===== src/pca_pkg.sv =====
package pca_pkg;
  localparam int SAMPLE_W = 16;
  localparam int CAL_W    = 16;
  localparam int CUR_W    = 16;
  localparam int PWR_W    = 24;
  localparam int AVG_SEL_W = 3;
  localparam int AVG_MAX  = 1024;
  localparam int MUL_W    = 32;

  // Averaging count selector: index to sample count
  localparam logic [AVG_SEL_W-1:0] AVG_SEL_ONE = 3'h0;

  typedef enum logic [1:0] {
    PCA_CH_SHUNT = 2'b00,
    PCA_CH_BUS   = 2'b01,
    PCA_CH_TEMP  = 2'b10
  } pca_chan_type;

  typedef struct packed {
    pca_chan_type          chan;
    logic [SAMPLE_W-1:0]   data;
  } pca_sample_type;

  typedef struct packed {
    logic signed [CUR_W-1:0] current;
    logic signed [PWR_W-1:0] power;
  } pca_result_type;

  localparam logic [CUR_W-1:0] CUR_RESET = 16'h0000;
  localparam logic [PWR_W-1:0] PWR_RESET = 24'h000000;
  localparam int CUR_SHIFT = 11;
  localparam int PWR_SHIFT = 8;
endpackage


===== src/pca_mult.sv =====
`timescale 1ns/100ps
module pca_mult #(
  parameter int A_W = 16,
  parameter int B_W = 16
) (
  input  wire logic                     core_clk,
  input  wire logic                     sys_rst,
  input  wire logic                     start,
  input  wire logic signed [A_W-1:0]    a,
  input  wire logic signed [B_W-1:0]    b,
  output logic                          done,
  output logic signed [A_W+B_W-1:0]     product
);
  // One-cycle registered product; keeps the multiplier off the accumulate path
  logic                         next_done;
  logic signed [A_W+B_W-1:0]    next_product;

  always_comb begin
    next_done    = start;
    next_product = start ? a * b : product;
  end

  always_ff @(posedge core_clk) begin
    if (sys_rst) begin
      done    <= 1'b0;
      product <= '0;
    end else begin
      done    <= next_done;
      product <= next_product;
    end
  end
endmodule // pca_mult


===== src/pca_engine.sv =====
`timescale 1ns/100ps
module pca_engine #(
  parameter int AVG_LIMIT = pca_pkg::AVG_MAX
) (
  input  wire logic                              core_clk,
  input  wire logic                              sys_rst,
  input  wire logic                              sample_valid,
  input  wire pca_pkg::pca_sample_type           sample,
  input  wire logic [pca_pkg::CAL_W-1:0]         shunt_cal,
  input  wire logic [pca_pkg::AVG_SEL_W-1:0]     avg_sel,
  input  wire logic                              run_restart,
  output logic [1:0]                             mux_sel,
  output pca_pkg::pca_result_type                result,
  output logic                                   result_valid,
  output logic                                   run_done
);
  localparam int ACC_CW = pca_pkg::CUR_W + 11;
  localparam int ACC_PW = pca_pkg::PWR_W + 11;
  localparam int MW     = pca_pkg::MUL_W;

  if (AVG_LIMIT < 1 || AVG_LIMIT > pca_pkg::AVG_MAX) begin : g_bad_limit
    $error("AVG_LIMIT out of range");
  end

  // Selector codes 0..7 give 1,4,16,64,128,256,512,1024 as log2 shift
  function automatic logic [3:0] avg_log2(input logic [pca_pkg::AVG_SEL_W-1:0] s);
    unique case (s)
      3'h0: avg_log2 = 4'h0;
      3'h1: avg_log2 = 4'h2;
      3'h2: avg_log2 = 4'h4;
      3'h3: avg_log2 = 4'h6;
      3'h4: avg_log2 = 4'h7;
      3'h5: avg_log2 = 4'h8;
      3'h6: avg_log2 = 4'h9;
      3'h7: avg_log2 = 4'hA;
    endcase
  endfunction

  typedef enum logic [1:0] {
    PCA_IDLE = 2'b00,
    PCA_CUR  = 2'b01,
    PCA_PWR  = 2'b10,
    PCA_ACC  = 2'b11
  } pca_state_type;

  pca_state_type               state;
  pca_state_type               next_state;
  logic [pca_pkg::SAMPLE_W-1:0] shunt_hold;
  logic [pca_pkg::SAMPLE_W-1:0] next_shunt_hold;
  logic [pca_pkg::SAMPLE_W-1:0] bus_hold;
  logic [pca_pkg::SAMPLE_W-1:0] next_bus_hold;
  logic                        have_shunt;
  logic                        next_have_shunt;
  logic signed [pca_pkg::CUR_W-1:0] cur_prev;
  logic signed [pca_pkg::CUR_W-1:0] next_cur_prev;
  logic signed [ACC_CW-1:0]    acc_cur;
  logic signed [ACC_CW-1:0]    next_acc_cur;
  logic signed [ACC_PW-1:0]    acc_pwr;
  logic signed [ACC_PW-1:0]    next_acc_pwr;
  logic [10:0]                 count;
  logic [10:0]                 next_count;
  logic [1:0]                  next_mux_sel;
  pca_pkg::pca_result_type     next_result;
  logic                        next_result_valid;
  logic                        next_run_done;
  logic signed [pca_pkg::CUR_W-1:0] cur_new;
  logic signed [pca_pkg::CUR_W-1:0] next_cur_new;
  logic signed [pca_pkg::PWR_W-1:0] pwr_new;
  logic signed [pca_pkg::PWR_W-1:0] next_pwr_new;

  logic                        mul_start;
  logic signed [15:0]          mul_a;
  logic signed [15:0]          mul_b;
  logic                        mul_done;
  logic signed [MW-1:0]        mul_p;

  pca_mult #(.A_W(16), .B_W(16)) u_mult (
    .core_clk (core_clk),
    .sys_rst  (sys_rst),
    .start    (mul_start),
    .a        (mul_a),
    .b        (mul_b),
    .done     (mul_done),
    .product  (mul_p)
  );

  logic [10:0] target;
  logic [3:0]  shift;
  always_comb begin
    shift  = avg_log2(avg_sel);
    target = 11'(1) << shift;
  end

  always_comb begin
    next_state        = state;
    next_shunt_hold   = shunt_hold;
    next_bus_hold     = bus_hold;
    next_have_shunt   = have_shunt;
    next_cur_prev     = cur_prev;
    next_cur_new      = cur_new;
    next_pwr_new      = pwr_new;
    next_acc_cur      = acc_cur;
    next_acc_pwr      = acc_pwr;
    next_count        = count;
    next_mux_sel      = mux_sel;
    next_result       = result;
    next_result_valid = 1'b0;
    next_run_done     = 1'b0;
    mul_start         = 1'b0;
    mul_a             = '0;
    mul_b             = '0;
    // Samples are captured in any state, so the converter never waits
    if (sample_valid) begin
      unique case (sample.chan)
        pca_pkg::PCA_CH_SHUNT: begin
          next_shunt_hold = sample.data;
          next_have_shunt = 1'b1;
          next_mux_sel    = 2'(pca_pkg::PCA_CH_BUS);
        end
        pca_pkg::PCA_CH_BUS: begin
          next_bus_hold = sample.data;
          next_mux_sel  = 2'(pca_pkg::PCA_CH_TEMP);
          if (have_shunt && state == PCA_IDLE) begin
            next_have_shunt = 1'b0;
            next_state      = PCA_CUR;
          end
        end
        default: next_mux_sel = 2'(pca_pkg::PCA_CH_SHUNT);
      endcase
    end
    unique case (state)
      PCA_IDLE: ;
      PCA_CUR: begin
        // Power first, from the current held before this pair
        mul_start = 1'b1;
        mul_a     = cur_prev;
        mul_b     = $signed({1'b0, bus_hold[14:0]});
        next_state = PCA_PWR;
      end
      PCA_PWR: begin
        if (mul_done) begin
          next_pwr_new = (shunt_cal == '0) ? '0 :
                         pca_pkg::PWR_W'(mul_p >>> pca_pkg::PWR_SHIFT);
          mul_start = 1'b1;
          mul_a     = $signed(shunt_hold);
          mul_b     = $signed({1'b0, shunt_cal[14:0]});
          next_state = PCA_ACC;
        end
      end
      PCA_ACC: begin
        if (mul_done) begin
          next_cur_new  = pca_pkg::CUR_W'(mul_p >>> pca_pkg::CUR_SHIFT);
          next_cur_prev = pca_pkg::CUR_W'(mul_p >>> pca_pkg::CUR_SHIFT);
          if (avg_sel == pca_pkg::AVG_SEL_ONE) begin
            next_result.current = pca_pkg::CUR_W'(mul_p >>> pca_pkg::CUR_SHIFT);
            next_result.power   = pwr_new;
            next_result_valid   = 1'b1;
            next_run_done       = 1'b1;
            next_count          = '0;
            next_acc_cur        = '0;
            next_acc_pwr        = '0;
          end else begin
            next_acc_cur = acc_cur + ACC_CW'(pca_pkg::CUR_W'(mul_p >>> pca_pkg::CUR_SHIFT));
            next_acc_pwr = acc_pwr + ACC_PW'(pwr_new);
            next_count   = count + 11'(1);
            if (count + 11'(1) >= target) begin
              // Power of two counts make the divide a shift
              next_result.current = pca_pkg::CUR_W'(next_acc_cur >>> shift);
              next_result.power   = pca_pkg::PWR_W'(next_acc_pwr >>> shift);
              next_result_valid   = 1'b1;
              next_run_done       = 1'b1;
              next_count          = '0;
              next_acc_cur        = '0;
              next_acc_pwr        = '0;
            end
          end
          next_state = PCA_IDLE;
        end
      end
    endcase
    if (run_restart) begin
      // Restart abandons the partial run; result keeps the last full value, mux_sel goes back to shunt
      next_count      = '0;
      next_acc_cur    = '0;
      next_acc_pwr    = '0;
      next_have_shunt = 1'b0;
      next_state      = PCA_IDLE;
      next_mux_sel    = 2'(pca_pkg::PCA_CH_SHUNT);
      // A run finishing in the restart cycle is dropped too, not published
      next_result       = result;
      next_result_valid = 1'b0;
      next_run_done     = 1'b0;
    end
  end

  always_ff @(posedge core_clk) begin
    if (sys_rst) begin
      state        <= PCA_IDLE;
      shunt_hold   <= '0;
      bus_hold     <= '0;
      have_shunt   <= 1'b0;
      cur_prev     <= '0;
      cur_new      <= '0;
      pwr_new      <= '0;
      acc_cur      <= '0;
      acc_pwr      <= '0;
      count        <= '0;
      mux_sel      <= 2'(pca_pkg::PCA_CH_SHUNT);
      result       <= {pca_pkg::CUR_RESET, pca_pkg::PWR_RESET};
      result_valid <= 1'b0;
      run_done     <= 1'b0;
    end else begin
      state        <= next_state;
      shunt_hold   <= next_shunt_hold;
      bus_hold     <= next_bus_hold;
      have_shunt   <= next_have_shunt;
      cur_prev     <= next_cur_prev;
      cur_new      <= next_cur_new;
      pwr_new      <= next_pwr_new;
      acc_cur      <= next_acc_cur;
      acc_pwr      <= next_acc_pwr;
      count        <= next_count;
      mux_sel      <= next_mux_sel;
      result       <= next_result;
      result_valid <= next_result_valid;
      run_done     <= next_run_done;
    end
  end
endmodule // pca_engine


===== config.mk =====
export PLATFORM = sky130hd
export DESIGN_NAME = pca_engine
export DESIGN_NICKNAME = d
export VERILOG_FILES = /design/src/pca_pkg.sv /design/src/pca_mult.sv /design/src/pca_engine.sv
export SDC_FILE = /design/constraint.sdc
export NUM_CORES = 1
export LEC_CHECK = 0
export BUFFER_PORTS_ARGS = -buffer_cell sky130_fd_sc_hd__buf_4
export CELL_PAD_IN_SITES_DETAIL_PLACEMENT = 1
export CELL_PAD_IN_SITES_GLOBAL_PLACEMENT = 2
export CORE_UTILIZATION = 39
export DETAILED_ROUTE_END_ITERATION = 12
export PLACE_DENSITY = 0.84
export SLEW_MARGIN = 0
export SYNTH_ARGS = -nofsm -noshare
export SYNTH_HDL_FRONTEND = slang
export SYNTH_SLANG_ARGS = --single-unit

===== constraint.sdc =====
create_clock -name core_clk -period 10.58 [get_ports core_clk]
set_input_delay 0 -clock core_clk [delete_from_list [all_inputs] [get_ports core_clk]]
set_output_delay 0 -clock core_clk [all_outputs]
set_load 0.005 [all_outputs]

# == Word-level counts from Yosys, hierarchy flattened ==
# Memory sizes are Yosys's and may differ from the RTL's.
# Index checks and enable logic that the tools add are counted.
# totals
ff_bits,223
mem_bits_ro,32
input_bits,41
out_inout_bits,44
elab_cells,73
memories,1
# classes
n_addsub,3
mul,1
order_cmp,1
eq_ne,5
shifts,3
n_mux,26
n_bitwise,3
n_reduce_logical,15
# memory_table
name,words,word_bits,rd,rd_clocked_by_memory_dff,wr,line,text
(no name shown),8,4,1,0,0,pca_engine.sv:27,unique case (s)
# op_table
op,count
$mux 40,2
$mux 35,2
$mux 27,2
$add 35x24->35,1
$sshr 35x4->24,1
$mul 16x16->32,1
$pmux 16 s2,1
$pmux 15 s2,1
$add 27x16->27,1
$sshr 27x4->16,1
$mux 24,1
$mux 11,2
$logic_not 16->1,1
$mux 16,1
$mux 15,1
$add 11x1->11 const B,1
$ge 11x11->1,1
$shl 1x4->11 const A,1
$mux 2,5
$reduce_and 2->1,4
$pmux 2 s3,1
$eq 2x1->1 const B,2
$eq 2x2->1 const B,2
$logic_not 2->1,2
other kinds (12),19

# == Longest topological paths before layout ==
# logic_depth
word_depth,7
depth_mapped,32

# == Cells and area by module ==
# From an unflattened synthesis, not the netlist that was laid out.
# unflattened
hier_cells,3090
area_unflattened_um2,25339.3
# modules_own_cells
mod,instances,cells_per_inst,area_per_inst_um2,seq_area_each_um2
pca_engine,1,1910,14381.3,3803.6
pca_mult,1,1180,10958.0,660.6

# == Least setup slack after synthesis ==
# OpenSTA, ideal clock, no wires.
# synth_path
path_kind,register to register
start,register state[0]
end,register u_mult.product[31]
setup_time_ns,0.086
arrival_ns,7.231
required_time_ns,10.494
path_slack_ns,3.263
stages_incl_launch_ff,30
path_buffers,4
cell_sequence,dfxtp_1 -> inv_1 -> ha_1 -> and2_1 -> buf_2 -> buf_1 -> buf_1 -> a22o_1 -> clkbuf_1 -> nand2_1 -> fa_1 -> fa_1 -> inv_1 -> fa_1 -> fa_1 -> fa_1 -> inv_1 -> fa_1 -> inv_1 -> ha_1 -> a211oi_1 -> o21ai_0 -> a221oi_1 -> o211ai_1 -> a21boi_1 -> o21ai_1 -> a21oi_1 -> a21oi_1 -> xnor2_1 -> a211oi_1
# synth_via
elab_chain_cells,3
# synth_lines
element,line,text
start: declaration,pca_engine.sv:46,pca_state_type state;
start signal: assignment,pca_engine.sv:213,state <= next_state;
$eq 2x2->1 or $eq 2x1->1 (tied branches),pca_engine.sv:131,unique case (state)
$pmux 16 s2 or $pmux 15 s2 (tied branches),pca_engine.sv:131,
$mul 16x16->32,pca_mult.sv:20,next_product = start ? a * b : product;
end signal: assignment,pca_mult.sv:29,product <= next_product;
end: declaration,pca_mult.sv:12,output logic signed [A_W+B_W-1:0] product
# Parallel ways exist; a longest one is shown, timed or not.
# A chain may end at the register's enable or synchronous reset.

# == Worst setup path in the final report ==
# Same ends and word-level chain as after synthesis.

==> metrics.txt <==
Finish-stage setup viols 0; startpoint types flip-flop; total CTS buffers 30; Worst-Margin Slew 1.36 ns; Max Cap Viol 0; vias in the first global route 23700; post-synthesis simple-gate area fraction 0.191; row count 90; CP arrival slightly below 10 ns; via/cell ratio 6.03; Hold WC Path Type in -> reg; Synth area leaders fa_1 (21%), dfxtp_1 (18%), ha_1 (8.1%); largest family of logic cells by synthesized area adder cells; fillers around 7300; Rel. slew slack 0.0917; complex-gate fraction of the synthesized area 0.205; core area 60700 sq um; Fmax about 110 MHz; Synth Cell Area 24000 sq um; final worst path period share 0.879; clock slew at reported path FFs 0.06 ns; GRT Util Overall 0.307; # DRC 0; layout cell share with drive strength beyond 1 0.0770; Syn Inst Count 3026; CP Capture Type flip-flop; post-synthesis mux area share 0.0281; CTS tree yes; asr flop ratio synth 0; final WL 96500 um; outcome finished, final reports clean; via count 23100; WL per Instance 25.2 um; Post-CTS Setup Repair Bufs 0; Starting Density 0.396; Yosys top cell by area fa_1; crit path time final 9.30 ns; power consumption a little over 2 mW; Clock Latency Late Sink 0.60 ns; synthesized flop and latch total 215; CP required 11.07 ns; clock root buffer master clkbuf_16; post-synthesis sequential area ratio 0.179; Ys Warns 0; number of synthesized flops with an enable pin 0; Peak VDD IR 0.120 mV; Sink Count 215; ys flop type dfxtp_1; RSZ-0062 raised after global routing no; htree depth 1; worst reg2reg startpoint state[0]; PortBufs 84; antenna violations before repair 1; Mean Syn Cell Area 7.95 sq um; Fin Clk Skew 0.0248 ns; largest net degree at the start of global routing 60; final number of hold-violating endpoints 0; Post-DRT Antenna Nets 0; I/O Pins 85; Die Wd 250 um; worst hold slack approximately 0.043 ns; Die ar. 62700 sq um; first-pass GRT wire length 148000 um; max-slew violations 0; Final #Nets 3474; LEAKAGE 11.5 nW; Synth top area share 0.206; Setup CP Type reg -> reg; crit path launch state[0]; drt first pass iters 5; gpl congestion 0.963; Final HPWL DP 75500 um; xor and xnor area share after synthesis 0.0324; DRT iter0 DRCs 1771; total negative slack 0 ns; CTS max path bufs 3; total gr overflow 0; Distinct cells, synth 89; HP Start avg_sel[2]; Post-Synth Adder-Cell Area 0.287; height of the chip ~250 um; Synth Net Count 3470; Area Overhead vs Synth 10.6%; CP Max Fanout 32; PwrDens 77.9 nW/um^2
[area by class of cell]
class	instances	area, sq um	area share
sequential	215	4300	0.162
multi-input combinational	2324	18000	0.676
clock inverter	12	125	0.00471
clock buffer	43	881	0.0331
antenna	1	2.50	0.0000941
inverter	312	1170	0.0440
timing repair buffer	147	1160	0.0437
tap	782	978	0.0368
[where the power goes]
group	switching [mW]	total [mW]	internal, mW
clock network	0.434	1.06	0.624
logic	0.138	0.196	0.0573
registers	0.00467	0.818	0.814
[per-stage QoR]
step	setup WS, ns	instance area (sq um)	util	instances
after floorplan	3.26	24000	-	3026
after global placement	1.79	25400	0.418	3757
after detailed placement	1.43	25400	0.418	3757
after CTS	1.38	26600	0.438	3835
after global routing	0.812	26600	0.438	3835
final	1.28	26600	0.438	3836
[synthesized netlist by cell type (17+ instances only)]
library cell,instances
a211oi_1,43
a21o_1,33
a21oi_1,221
a22o_1,33
a22oi_1,87
a31oi_1,20
and2_1,31
and3_1,19
buf_1,26
clkbuf_1,129
dfxtp_1,215
fa_1,247
ha_1,156
inv_1,309
mux2i_1,26
nand2_1,428
nand2b_1,20
nand3_1,78
nand4_1,17
nor2_1,342
nor3_1,38
o211ai_1,37
o21a_1,17
o21ai_0,78
xnor2_1,59
xor2_1,28
[kinds of logic (layout without fill, tap and decap cells)]
group,count (synthesis),in the layout
buffers and inverters,487,514
other,1,2
AND/OR/NAND/NOR,1056,1056
multiplexers,48,48
AO/OA/AOI/OAI,728,728
flip-flops,215,215
XOR/XNOR,88,88
adder cells (fa/ha/maj),403,403
[critical path: stages, from the launching register on]
cell and delay [ns]:
dfxtp_1 0.39, inv_1 0.11, ha_1 0.29, and2_2 0.44, a22oi_1 1.01, nand2b_1 0.56
nor2_1 0.14, fa_1 0.54, inv_1 0.05, fa_1 0.47, fa_1 0.52, inv_1 0.06
fa_1 0.50, fa_1 0.49, inv_1 0.05, fa_1 0.47, inv_1 0.04, ha_1 0.36
a211oi_1 0.28, o21ai_0 0.16, a221oi_1 0.35, o211ai_1 0.31, a21boi_1 0.52, o21ai_1 0.24
a21oi_1 0.32, a21oi_1 0.14, xnor2_1 0.14, a211oi_1 0.22
[flip-flops by register name, summed over array words and instances, names as in the netlist, 11 cells and up]
register and count:
pwr_new 24, cur_prev 16, acc_pwr 35, acc_cur 27, bus_hold 15, result 40, u_mult.product 24, count 11
shunt_hold 16
[timing repair]
action / 4_1_cts / 5_1_grt
resized for setup: 0 / 0
hold buffers: 23 / 0
hold endpoints to repair: 48 / 0
[cells in the final DEF (no fill, tap or decap), drive strengths merged, types with 60 or more instances in the layout]
cell and n:
fa 247, buf 124, xnor2 60, nand2 428, o21ai 86, nor2 342
nand3 78, ha 156, a22oi 87, a21oi 221, inv 310, dfxtp 215
[routing by layer]
layer  wire [um]  track usage
met1       45100        0.450
met2       42900        0.480
met3        5630       0.0308
met4        2850       0.0782
met5           0            0
[worst paths after layout]
path	to	depth (start not counted)	slack (ns)
max reg2reg	u_mult.product[31]	27	1.28
min	result[24]	3	0.04
max	u_mult.product[31]	27	1.28
min reg2reg	u_mult.product[9]	2	0.45
(Power assumes the default switching activity.)
